[config.mk]
export PLATFORM = sky130hd
export DESIGN_NAME = isc_ctrl
export DESIGN_NICKNAME = d
export VERILOG_FILES = /design/src/common/isc_pkg.sv /design/src/logic/isc_ctrl.sv
export SDC_FILE = /design/constraint.sdc
export NUM_CORES = 1
export LEC_CHECK = 0
export BUFFER_PORTS_ARGS = -buffer_cell sky130_fd_sc_hd__buf_4
export CORE_UTILIZATION = 40
export CTS_CLUSTER_SIZE = 8
export DETAILED_ROUTE_END_ITERATION = 6
export PLACE_DENSITY = 0.67
export REMOVE_ABC_BUFFERS = 1
export SKIP_CTS_REPAIR_TIMING = 1
export SLEW_MARGIN = 20
export SYNTH_ARGS = -nofsm -noshare
export SYNTH_HDL_FRONTEND = slang
export SYNTH_SLANG_ARGS = --single-unit
[constraint.sdc]
create_clock -name clk -period 3.44 [get_ports clk]
set_input_delay 0.344 -clock clk [delete_from_list [all_inputs] [get_ports clk]]
set_output_delay 0.344 -clock clk [all_outputs]
set_load 0.05 [all_outputs]
[src/common/isc_pkg.sv]
// How it works
// RULE1 - standby request with select 00 in normal operation enters light idle
// RULE2 - standby request with select 10 in normal operation enters deep idle
// RULE3 - light idle keeps oscillator, pll, flash; stops cpu and peripheral clocks
// RULE4 - deep idle keeps only oscillator; stops cpu, pll, flash, peripherals
// RULE5 - idle keeps ram and internal data; subclock or external peripherals run
// RULE6 - leaving light idle resumes at once, no stabilization wait
// RULE7 - wake request pending at entry enters idle then leaves at once
// RULE8 - nmi, watchdog nmi, external irqs, peripheral irqs or reset end idle
// RULE9 - a set wake mask bit stops that request class ending idle
// RULE10 - external irq three cannot wake while its filter samples slowly
// RULE11 - lower-priority request inside a handler wakes but stays unacknowledged
// RULE12 - higher-priority or nmi request inside a handler wakes and is acknowledged
// RULE13 - nmi vectors; maskable vectors only when enabled, else next instruction
// RULE14 - deep idle interrupt wake waits the selected timer period first
// RULE15 - a reset wake acts as normal reset with 2^16 cycle wait
// RULE16 - leaving deep idle returns the pll to its pre-entry state
// RULE17 - converter holds operation and result during idle
// RULE18 - dma, timers, intc stop; ports hold; key interrupt and watchdog run
// RULE19 - watch and interval timers run in idle only on allowed sources
// RULE20 - clocked serial ports need external clock; async port zero likewise
// RULE21 - cpu follows the entry write with five or more no-operations
// RULE22 - control register writes only after the protection command write
// RULE23 - both registers reset to 00h; select 01 and 11 mean stop mode
// RULE24 - on wake, idle state clears and clocks return before cpu resumes
package isc_pkg;
	localparam int unsigned CLK_HZ            = 10_000_000;
	localparam logic [7:0]  PSC_RST           = 8'h00;
	localparam logic [7:0]  POWER_SAVE_MODE_REG_RST          = 8'h00;
	localparam logic [7:0]  STABILIZATION_TIME_SELECT_RST          = 8'h06;
	localparam logic [7:0]  PSC_MASK          = 8'h72;
	localparam logic [7:0]  POWER_SAVE_MODE_REG_MASK         = 8'h03;
	localparam logic [7:0]  STABILIZATION_TIME_SELECT_MASK         = 8'h07;
	localparam int          PSC_WDT_M         = 6;
	localparam int          PSC_PIN_M         = 5;
	localparam int          PSC_INT_M         = 4;
	localparam int          PSC_STP           = 1;
	localparam logic [1:0]  SEL_LIGHT         = 2'b00;
	localparam logic [1:0]  SEL_DEEP          = 2'b10;
	localparam int          STAB_W            = 18;
	localparam int          STABILIZATION_TIME_SELECT_SHIFT_BASE   = 10;
	localparam int          RESET_STAB_CYCLES = 65536;
	localparam int          EXT_IRQ_N         = 11;
	localparam int          EXT_IRQ_FILT      = 3;
	localparam logic [2:0]  NF_SLOW_MIN       = 3'h3;
	localparam int          PRIO_W            = 3;
	typedef enum logic [1:0]
	{
		ST_RST_WAIT = 2'b00,
		ST_NORMAL   = 2'b01,
		ST_IDLE     = 2'b11,
		ST_STAB     = 2'b10
	} isc_state_type;
endpackage : isc_pkg

[src/logic/isc_ctrl.sv]
`timescale 1ns/1ps
module isc_ctrl
#(
	parameter int RESET_STAB_CYCLES = isc_pkg::RESET_STAB_CYCLES,
	parameter int STABILIZATION_TIME_SELECT_SHIFT_BASE   = isc_pkg::STABILIZATION_TIME_SELECT_SHIFT_BASE
)
(
	input  wire logic                          clk,
	input  wire logic                          rstn,
	input  wire logic                          reset_req,
	input  wire logic                          prot_cmd_wr,
	input  wire logic                          psc_wr,
	input  wire logic                          power_save_mode_reg_wr,
	input  wire logic                          stabilization_time_select_wr,
	input  wire logic [7:0]                    wr_data,
	output logic      [7:0]                    power_save_control_reg,
	output logic      [7:0]                    power_save_mode_reg,
	output logic      [7:0]                    stabilization_time_select,
	input  wire logic                          nmi_pin_req,
	input  wire logic                          watchdog_nmi_request,
	input  wire logic [isc_pkg::EXT_IRQ_N-1:0] external_irq_inputs,
	input  wire logic                          periph_irq_req,
	input  wire logic [2:0]                    noise_filter_control,
	input  wire logic                          isr_active,
	input  wire logic [isc_pkg::PRIO_W-1:0]    isr_prio,
	input  wire logic [isc_pkg::PRIO_W-1:0]    irq_prio,
	input  wire logic                          int_enable,
	input  wire logic                          pll_enable_req,
	input  wire logic                          watch_src_ok,
	input  wire logic                          interval_src_ok,
	input  wire logic [1:0]                    serial_ext_clock_in,
	input  wire logic                          async_port_ext_clock,
	output logic                               cpu_clk_en,
	output logic                               periph_clk_en,
	output logic                               osc_run,
	output logic                               pll_run,
	output logic                               flash_run,
	output logic                               dma_run,
	output logic                               timer_run,
	output logic                               intc_run,
	output logic                               adc_hold,
	output logic                               port_hold,
	output logic                               wdt_run,
	output logic                               key_int_run,
	output logic                               subclk_periph_run,
	output logic                               watch_timer_run,
	output logic                               interval_timer_run,
	output logic      [1:0]                    clocked_serial_ports,
	output logic                               async_serial_port_zero,
	output logic                               light_idle_mode,
	output logic                               deep_idle_mode,
	output logic                               stop_mode_req,
	output logic                               wake_ack,
	output logic                               wake_vector,
	output logic                               wake_next_instr
);
	import isc_pkg::*;

	// ---------------------------------------------------------------
	// state
	// ---------------------------------------------------------------
	isc_state_type     state;
	isc_state_type     next_state;
	logic              armed;
	logic              idle_deep;
	logic              pll_saved;
	logic [STAB_W-1:0] stab_cnt;
	logic [STAB_W-1:0] next_stab_cnt;
	logic              kind_vector;
	logic              kind_ack;

	// ---------------------------------------------------------------
	// protected writes
	// ---------------------------------------------------------------
	wire psc_take  = psc_wr & armed;  // RULE22
	wire any_wr    = psc_wr | power_save_mode_reg_wr | stabilization_time_select_wr;
	wire [1:0] sel = {power_save_mode_reg[1], power_save_mode_reg[0]};
	wire stp_set   = psc_take & wr_data[PSC_STP] & (state == ST_NORMAL);
	wire go_light  = stp_set & (sel == SEL_LIGHT);  // RULE1
	wire go_deep   = stp_set & (sel == SEL_DEEP);  // RULE2
	wire go_stop   = stp_set & sel[0];  // RULE23

	// ---------------------------------------------------------------
	// wake qualification
	// ---------------------------------------------------------------
	wire filt_slow = noise_filter_control >= NF_SLOW_MIN;
	logic [EXT_IRQ_N-1:0] ext_ok;
	genvar gi;
	generate
		for (gi = 0; gi < EXT_IRQ_N; gi = gi + 1)
		begin : g_ext
			if (gi == EXT_IRQ_FILT)
			begin : g_filt
				assign ext_ok[gi] = external_irq_inputs[gi] & ~filt_slow;  // RULE10
			end
			else
			begin : g_plain
				assign ext_ok[gi] = external_irq_inputs[gi];
			end
		end
	endgenerate

	wire wake_nmi = (nmi_pin_req & ~power_save_control_reg[PSC_PIN_M])
		| (watchdog_nmi_request & ~power_save_control_reg[PSC_WDT_M]);  // RULE9
	wire wake_mask = ((|ext_ok) | periph_irq_req)
		& ~power_save_control_reg[PSC_INT_M];  // RULE9
	wire wake_any = wake_nmi | wake_mask;  // RULE8
	wire higher   = ~isr_active | (irq_prio < isr_prio);  // RULE11 RULE12
	wire do_vec   = wake_nmi | (wake_mask & int_enable & higher);  // RULE13
	wire do_ack   = wake_nmi | (wake_mask & higher);  // RULE12

	// ---------------------------------------------------------------
	// stabilization timer
	// ---------------------------------------------------------------
	wire [4:0] stabilization_time_select_shift = 5'(STABILIZATION_TIME_SELECT_SHIFT_BASE)
		+ {2'b00, stabilization_time_select[2:0]};
	wire [STAB_W-1:0] stabilization_time_select_len = STAB_W'((32'd1 << stabilization_time_select_shift) - 32'd1);
	wire [STAB_W-1:0] rst_len  = STAB_W'(RESET_STAB_CYCLES - 1);
	wire stab_done = stab_cnt == '0;

	// ---------------------------------------------------------------
	// next state
	// ---------------------------------------------------------------
	always_comb
	begin
		next_state    = state;
		next_stab_cnt = stab_done ? stab_cnt : stab_cnt - 1'b1;
		case (state)
			ST_RST_WAIT:
			begin
				if (stab_done)
					next_state = ST_NORMAL;  // RULE15
			end
			ST_NORMAL:
			begin
				if (go_light | go_deep)
					next_state = ST_IDLE;
			end
			ST_IDLE:
			begin
				// a request already pending leaves on the next edge
				if (wake_any & idle_deep)  // RULE7
				begin
					next_state    = ST_STAB;  // RULE14
					next_stab_cnt = stabilization_time_select_len;
				end
				else if (wake_any)
					next_state = ST_NORMAL;  // RULE6 RULE24
			end
			ST_STAB:
			begin
				if (stab_done)
					next_state = ST_NORMAL;  // RULE14
			end
			default:
			begin
				next_state = ST_RST_WAIT;
			end
		endcase
	end

	wire leaving = (state == ST_IDLE & wake_any & ~idle_deep)
		| (state == ST_STAB & stab_done);

	// ---------------------------------------------------------------
	// registers
	// ---------------------------------------------------------------
	always_ff @(posedge clk or negedge rstn)
	begin
		if (!rstn)
		begin
			state    <= ST_RST_WAIT;
			stab_cnt <= STAB_W'(RESET_STAB_CYCLES - 1);
		end
		else if (reset_req)
		begin
			state    <= ST_RST_WAIT;  // RULE8 RULE15
			stab_cnt <= rst_len;
		end
		else
		begin
			state    <= next_state;
			stab_cnt <= next_stab_cnt;
		end
	end

	always_ff @(posedge clk or negedge rstn)
	begin
		if (!rstn)
			armed <= 1'b0;
		else if (reset_req)
			armed <= 1'b0;
		else if (prot_cmd_wr)
			armed <= 1'b1;  // RULE22
		else if (any_wr)
			armed <= 1'b0;  // RULE22
	end

	always_ff @(posedge clk or negedge rstn)
	begin
		if (!rstn)
			power_save_control_reg <= PSC_RST;  // RULE23
		else if (reset_req)
			power_save_control_reg <= PSC_RST;
		else if (psc_take)
			power_save_control_reg <= wr_data & PSC_MASK;  // RULE22
		else if (leaving | go_stop)
			power_save_control_reg[PSC_STP] <= 1'b0;
	end

	always_ff @(posedge clk or negedge rstn)
	begin
		if (!rstn)
			power_save_mode_reg <= POWER_SAVE_MODE_REG_RST;  // RULE23
		else if (reset_req)
			power_save_mode_reg <= POWER_SAVE_MODE_REG_RST;
		else if (power_save_mode_reg_wr)
			power_save_mode_reg <= wr_data & POWER_SAVE_MODE_REG_MASK;
	end

	always_ff @(posedge clk or negedge rstn)
	begin
		if (!rstn)
			stabilization_time_select <= STABILIZATION_TIME_SELECT_RST;
		else if (reset_req)
			stabilization_time_select <= STABILIZATION_TIME_SELECT_RST;
		else if (stabilization_time_select_wr)
			stabilization_time_select <= wr_data & STABILIZATION_TIME_SELECT_MASK;
	end

	// mode and pll state captured on entry
	always_ff @(posedge clk or negedge rstn)
	begin
		if (!rstn)
		begin
			idle_deep <= 1'b0;
			pll_saved <= 1'b0;
		end
		else if (go_light | go_deep)
		begin
			idle_deep <= go_deep;
			pll_saved <= pll_enable_req;  // RULE16
		end
	end

	// wake classification, held across the deep wait
	always_ff @(posedge clk or negedge rstn)
	begin
		if (!rstn)
		begin
			kind_vector <= 1'b0;
			kind_ack    <= 1'b0;
		end
		else if (state == ST_IDLE & wake_any)
		begin
			kind_vector <= do_vec;  // RULE13
			kind_ack    <= do_ack;  // RULE11 RULE12
		end
	end

	// resume pulses issued with the clocks coming back
	always_ff @(posedge clk or negedge rstn)
	begin
		if (!rstn)
		begin
			wake_ack        <= 1'b0;
			wake_vector     <= 1'b0;
			wake_next_instr <= 1'b0;
			stop_mode_req   <= 1'b0;
		end
		else
		begin
			wake_ack        <= leaving & ~reset_req
				& (idle_deep ? kind_ack : do_ack);  // RULE11 RULE12
			wake_vector     <= leaving & ~reset_req
				& (idle_deep ? kind_vector : do_vec);  // RULE13
			wake_next_instr <= leaving & ~reset_req
				& ~(idle_deep ? kind_vector : do_vec);  // RULE13
			stop_mode_req   <= go_stop & ~reset_req;  // RULE23
		end
	end

	// ---------------------------------------------------------------
	// clock gating and peripheral status
	// ---------------------------------------------------------------
	wire in_idle  = state == ST_IDLE;
	wire in_stab  = state == ST_STAB;
	wire stopped  = in_idle | in_stab;
	wire deep_off = in_idle & idle_deep;
	wire normal   = state == ST_NORMAL;

	assign cpu_clk_en        = normal;  // RULE3 RULE4 RULE24
	assign periph_clk_en     = normal;  // RULE3 RULE4 RULE24
	assign osc_run           = 1'b1;  // RULE3 RULE4
	assign pll_run           = deep_off ? 1'b0 :
		(stopped ? pll_saved : pll_enable_req);  // RULE4 RULE16
	assign flash_run         = ~deep_off;  // RULE3 RULE4
	assign dma_run           = ~stopped;  // RULE18
	assign timer_run         = ~stopped;  // RULE18
	assign intc_run          = ~stopped;  // RULE18
	assign adc_hold          = stopped;  // RULE17
	assign port_hold         = stopped;  // RULE18
	assign wdt_run           = 1'b1;  // RULE18
	assign key_int_run       = 1'b1;  // RULE18
	assign subclk_periph_run = 1'b1;  // RULE5
	assign watch_timer_run   = ~stopped | watch_src_ok;  // RULE19
	assign interval_timer_run = ~stopped | interval_src_ok;  // RULE19
	assign clocked_serial_ports = stopped ? serial_ext_clock_in
		: 2'b11;  // RULE20
	assign async_serial_port_zero = ~stopped
		| async_port_ext_clock;  // RULE20
	assign light_idle_mode   = in_idle & ~idle_deep;
	assign deep_idle_mode    = stopped & idle_deep;

endmodule : isc_ctrl

; Word level (Yosys, flattened, before mapping)
; Index checks and enable logic that the tools add are counted.
[totals]
register_bits = 53
elab_cells = 116
[op_classes]
add_sub_neg = 3
order_cmp = 2
eq_ne = 7
shifts = 1
muxes = 27
bitwise = 50
reduce_logical = 11
[ops]
columns = cell, count
row1 = $mux 18, 4
row2 = $mux 8, 5
row3 = $sub 18x1->18 const B, 2
row4 = $and 1x1->1, 25
row5 = $logic_not 18->1, 1
row6 = $shl 1x5->18 const A, 1
row7 = $or 1x1->1, 15
row8 = $mux 2, 6
row9 = $reduce_or 11->1, 1
row10 = $mux 1, 10
row11 = $not 1->1, 10
row12 = $eq 2x2->1 const B, 3
row13 = $mux 6, 1
row14 = $pmux 2 s3, 1
row15 = $reduce_bool 2->1, 3
row16 = $reduce_bool 3->1, 2
row17 = $add 4x3->5 const A, 1
row18 = $logic_not 2->1, 2
row19 = $ne 4x3->1 const B, 1
row20 = $ge 3x2->1 const B, 1
row21 = $lt 3x3->1, 1
row22 = $ne 3x1->1 const B, 1
row23 = $ne 3x2->1 const B, 1
row24 = $reduce_and 3->1, 1
row25 = 2 further kinds, 2

; Longest topological paths before layout
[depth]
depth_word = 14
mapped_depth = 8

; Worst setup path after synthesis
; No wires, ideal clock.
[synth_timing]
kind = register to register
from = register stab_cnt[6]
to = register stab_cnt[8]
arrival_time_ns = 2.200
required_time_ns = 3.356
path_slack_ns = 1.156
path_stages_with_launch = 8
n_path_buf = 2
period_less_slack_ns = 2.284
path_cell_list = dfstp_2 > or4_1 > buf_2 > or4_1 > buf_2 > or3_1 > a21oi_1 > o21ai_1
[synth_via]
elab_chain_len = 5
[synth_lines]
columns = element, line_no
row1 = "start, declared", isc_ctrl.sv:67  ; logic [STAB_W-1:0] stab_cnt;
row2 = "start signal, assigned", isc_ctrl.sv:173  ; stab_cnt <= STAB_W'(RESET_STAB_CYCLES - 1);
row3 = "start signal, assigned", isc_ctrl.sv:178  ; stab_cnt <= rst_len;
row4 = "start signal, assigned", isc_ctrl.sv:183  ; stab_cnt <= next_stab_cnt;
row5 = $sub 18x1->18 / $logic_not 18->1 (equally long branches), "isc_ctrl.sv:127, isc_ctrl.sv:119"
row6 = $mux 18 (*), isc_ctrl.sv:127  ; next_stab_cnt = stab_done ? stab_cnt : stab_cnt - 1'b1;
row7 = $mux 18, isc_ctrl.sv:142  ; if (wake_any & idle_deep)
row8 = $mux 18 (*), isc_ctrl.sv:128  ; case (state)
row9 = $mux 18 (*), isc_ctrl.sv:175  ; else if (reset_req)
; Mark *: on every way between the ends. The rest lies on a longest branch, timed or not.
; A chain may end at the register's enable or synchronous reset.

; Worst setup path after layout
[layout_timing]
from = register stab_cnt[0]
to = register stab_cnt[16]
; Same word-level chain as after synthesis.

==> results.yml <==
status:
  status: "completed"
critical_path:
  critPathKind: "reg -> reg"
  crit_path_max_incr_delay_ns: 0.66
  critPathLaunchType: "register"
  critPathTopFamily: "simple AND/OR/NAND/NOR gates"
  path_buf_inv: 1
  cp_max_fo: 6
  critical-path-slowest-cell: "sky130_fd_sc_hd__nor4_1"
  worstSetupEndpointType: "register"
  critical_path_at_ns: 2.70
  timing.critical_path.cells: "inv_1 > ha_1 > or3b_1 > nor4_1 > a21boi_0 > a311oi_1 > a211oi_1"
  logic_depth_of_the_worst_path_buffers_included: 7
  worst_ep_required_time_ns: 3.60
  reg2regPathDepth: 7
synth:
  synth_seq_cells: 38
  synth_area_per_cell_um2: 9.060
  ys_warn_count: 0
  syn-instance-count: 278
  async_reset_ff_share_pct: 100.0
  post_synth_num_cell_types: 56
  synthFlopType: "sky130_fd_sc_hd__dfrtp_1"
  synthDominantAreaCellType: "sky130_fd_sc_hd__dfrtp_1"
  mappedNetlistArea_um2: 2519
  most_frequently_used_cell_type_in_the_post_synthesis_netlist: "sky130_fd_sc_hd__nand2_1"
  synth-edff-count: 0
  synth_top_area_cells: "sky130_fd_sc_hd__dfrtp_1 (20%), sky130_fd_sc_hd__dfstp_2 (19%), sky130_fd_sc_hd__buf_4 (6.9%)"
  synth_sequential_area_ratio_pct: 38.65
  synth.top_cells.by_count: "sky130_fd_sc_hd__nand2_1 (24), sky130_fd_sc_hd__buf_4 (23), sky130_fd_sc_hd__dfrtp_1 (20), sky130_fd_sc_hd__nor2_1 (19), sky130_fd_sc_hd__dfstp_2 (18)"
  netlist.area_leader.share_pct: 19.87
cells_and_area:
  largest_reg_flops: 18
  final_core_utilization_pct: 52.30
  antenna-diode-count: 0
  area_delta_synth_final_pct: 24.39
  design.final.nets: 396
  area_of_the_multi_input_gates_um2: 1360
  drive_above_1_share_pct: 31.49
  register_area_um2: 973.4
  layout_filler_cell_count: 573
cts:
  numClockSinks: 38
  clkLatencyLatePin_ns: 0.30
  cts_made_buffers: 5
  clock_pin_slew_reported_for_the_worst_setup_and_hold_paths_after_clock_tree_synthesis_ns: 0.08
  clock_tree_from_tritoncts: "built"
  cts.htree.levels: 2
  clock_path_buffers: 2
  cts_root_buf: "sky130_fd_sc_hd__clkbuf_8"
placement:
  dp_worst_setup_slack_ns: 0.9287
  place_congestion: 0.8166
  dp.final_hpwl_um: 4276
  buffer_ports.inserted: 72
global_routing:
  via_count_of_the_first_global_routing_pass: 1905
  grt_max_degree: 39
  globalRouteOverflowTotal: 0
  grt.total_usage_pct: 17.62
  initial_antenna_violation_count: 0
  grt_first_pass_wirelength_um: 8949
hold_path:
  min-delay-path-class: "in -> async"
floorplan:
  floorplan.die.width_um: 81.35
  floorplan.initialDensity_pct: 42.04
  die_area_um2: 6618
  chipHeight_um: 81.35
  core-area_um2: 5991
  pin_count: 94
  std_cell_rows: 28
detailed_routing:
  drt-total-wl_um: 5570
  ant_nets: 0
  drt_first_pass_iters: 4
  drt-wirelength-per-cell_um: 13.33
  dr.first_iter.drc_count: 111
  via_per_inst: 5.220
  vias: 2182
  drc: 0
flow_run:
  timing.max_cap.violations: 0
sta:
  fin_setup_tns_ns: 0
  min_period_over_period_pct: 73.60
  timing.final.max_slew_violations: 0
  tightestPinTransition_ns: 0.8286
  timing.final.setup_violations: 0
  final-hold-violation-count: 0
  final_period_minus_worst_setup_slack_ns: 2.532
  fin_worst_skew_ns: 0.01087
  unrepaired_setup_endpoints_after_global_routing: "no"
  max_clock_freq_ghz: 0.3950
  slew_headroom_pct: 44.33
  final_critical_path_setup_slack_ns: 0.9080
power:
  irDropWorstVdd_mv: 0.1910
  power_density_nw_per_um2: 336.2
  cellLeakagePower_uw: 0.001328
[metrics by stage]
| stage | cells | power [µW] | instance area (µm²) | hold WS, ns |
|---|---|---|---|---|
| 2_1_floorplan | 262 | 594.1 | 2370 | 0.04841 |
| 3_3_place_gp | 410 | 665.3 | 3017 | 0.3390 |
| 3_5_place_dp | 410 | 667.8 | 3017 | 0.3382 |
| 4_1_cts | 418 | 1064 | 3133 | 0.01814 |
| 5_1_grt | 418 | 1101 | 3133 | 0.03492 |
| 6_report | 418 | 1053 | 3133 | 0.005096 |
[power breakdown]
group	leakage (µW)	total, µW	switching, µW	internal, µW
sequential	0.000461	472	11.3	460
clock	0.0000585	395	158	236
combinational	0.000809	187	121	65.8
[cell families after synthesis]
kind of cell	synth area share (%)
multiplexers	3.775
XOR/XNOR	4.173
flip-flops	38.65
AND/OR/NAND/NOR	24.29
adder cells (fa/ha/maj)	3.974
AO/OA/AOI/OAI	14.75
other	0.2982
buffers and inverters	10.08
[cell type report]
class	count	share of cell area (%)
well taps	75	2.995
clock buffers	7	2.756
flip-flops and latches	38	31.07
clock inverters	1	0.9585
inverters	11	1.318
repair buffers	73	17.49
multi-input cells	213	43.41
[cell usage in the layout (no fill, tap or decap), types with 2 or more instances in the layout]
cell type	instances
sky130_fd_sc_hd__a21oi_1	7
sky130_fd_sc_hd__nand2b_1	7
sky130_fd_sc_hd__dfrtp_1	20
sky130_fd_sc_hd__or2_2	2
sky130_fd_sc_hd__nand3_1	8
sky130_fd_sc_hd__mux2i_1	5
sky130_fd_sc_hd__o41ai_1	2
sky130_fd_sc_hd__nor4b_1	2
sky130_fd_sc_hd__nor2_1	19
sky130_fd_sc_hd__nand4_1	2
sky130_fd_sc_hd__or3_1	3
sky130_fd_sc_hd__nor3_1	9
sky130_fd_sc_hd__dfstp_2	18
sky130_fd_sc_hd__o21ai_0	6
sky130_fd_sc_hd__conb_1	19
sky130_fd_sc_hd__a211oi_1	6
sky130_fd_sc_hd__clkbuf_8	6
sky130_fd_sc_hd__xor2_1	3
sky130_fd_sc_hd__nor4_1	8
sky130_fd_sc_hd__buf_4	73
sky130_fd_sc_hd__a31oi_1	4
sky130_fd_sc_hd__nor3b_1	5
sky130_fd_sc_hd__ha_1	8
sky130_fd_sc_hd__inv_1	10
sky130_fd_sc_hd__nand2_1	24
sky130_fd_sc_hd__xnor2_1	9
sky130_fd_sc_hd__mux2_2	3
sky130_fd_sc_hd__o21ai_1	8
sky130_fd_sc_hd__and2_1	3
sky130_fd_sc_hd__or4_1	8
sky130_fd_sc_hd__o211ai_1	5
sky130_fd_sc_hd__nor2b_1	5
sky130_fd_sc_hd__a211o_1	2
[per-layer routing]
layer  vias to the layer above  wire length (µm)  track usage, %
met2                        56              2736           28.58
met3                         5               235           4.157
met1                      1030              2547           23.36
met5                         -                 0               0
met4                         0                51           4.643
li1                       1091                 -               -
[final timing paths]
path	start	to	slack, ns
max	stab_cnt[0]$_DFF_PN1_	stab_cnt[16]$_DFF_PN0_	0.91
min	rstn	pll_saved$_DFFE_PN0N_	0.005
max reg2reg	stab_cnt[0]$_DFF_PN1_	stab_cnt[16]$_DFF_PN0_	0.91
min reg2reg	kind_ack$_DFFE_PN0N_	kind_ack$_DFFE_PN0N_	0.49
max in group asynchronous	rstn	stab_cnt[9]$_DFF_PN1_	3.08
min in group clk	prot_cmd_wr	armed$_DFFE_PN0P_	0.26
No activity file was read; power rests on OpenSTA's default activity.
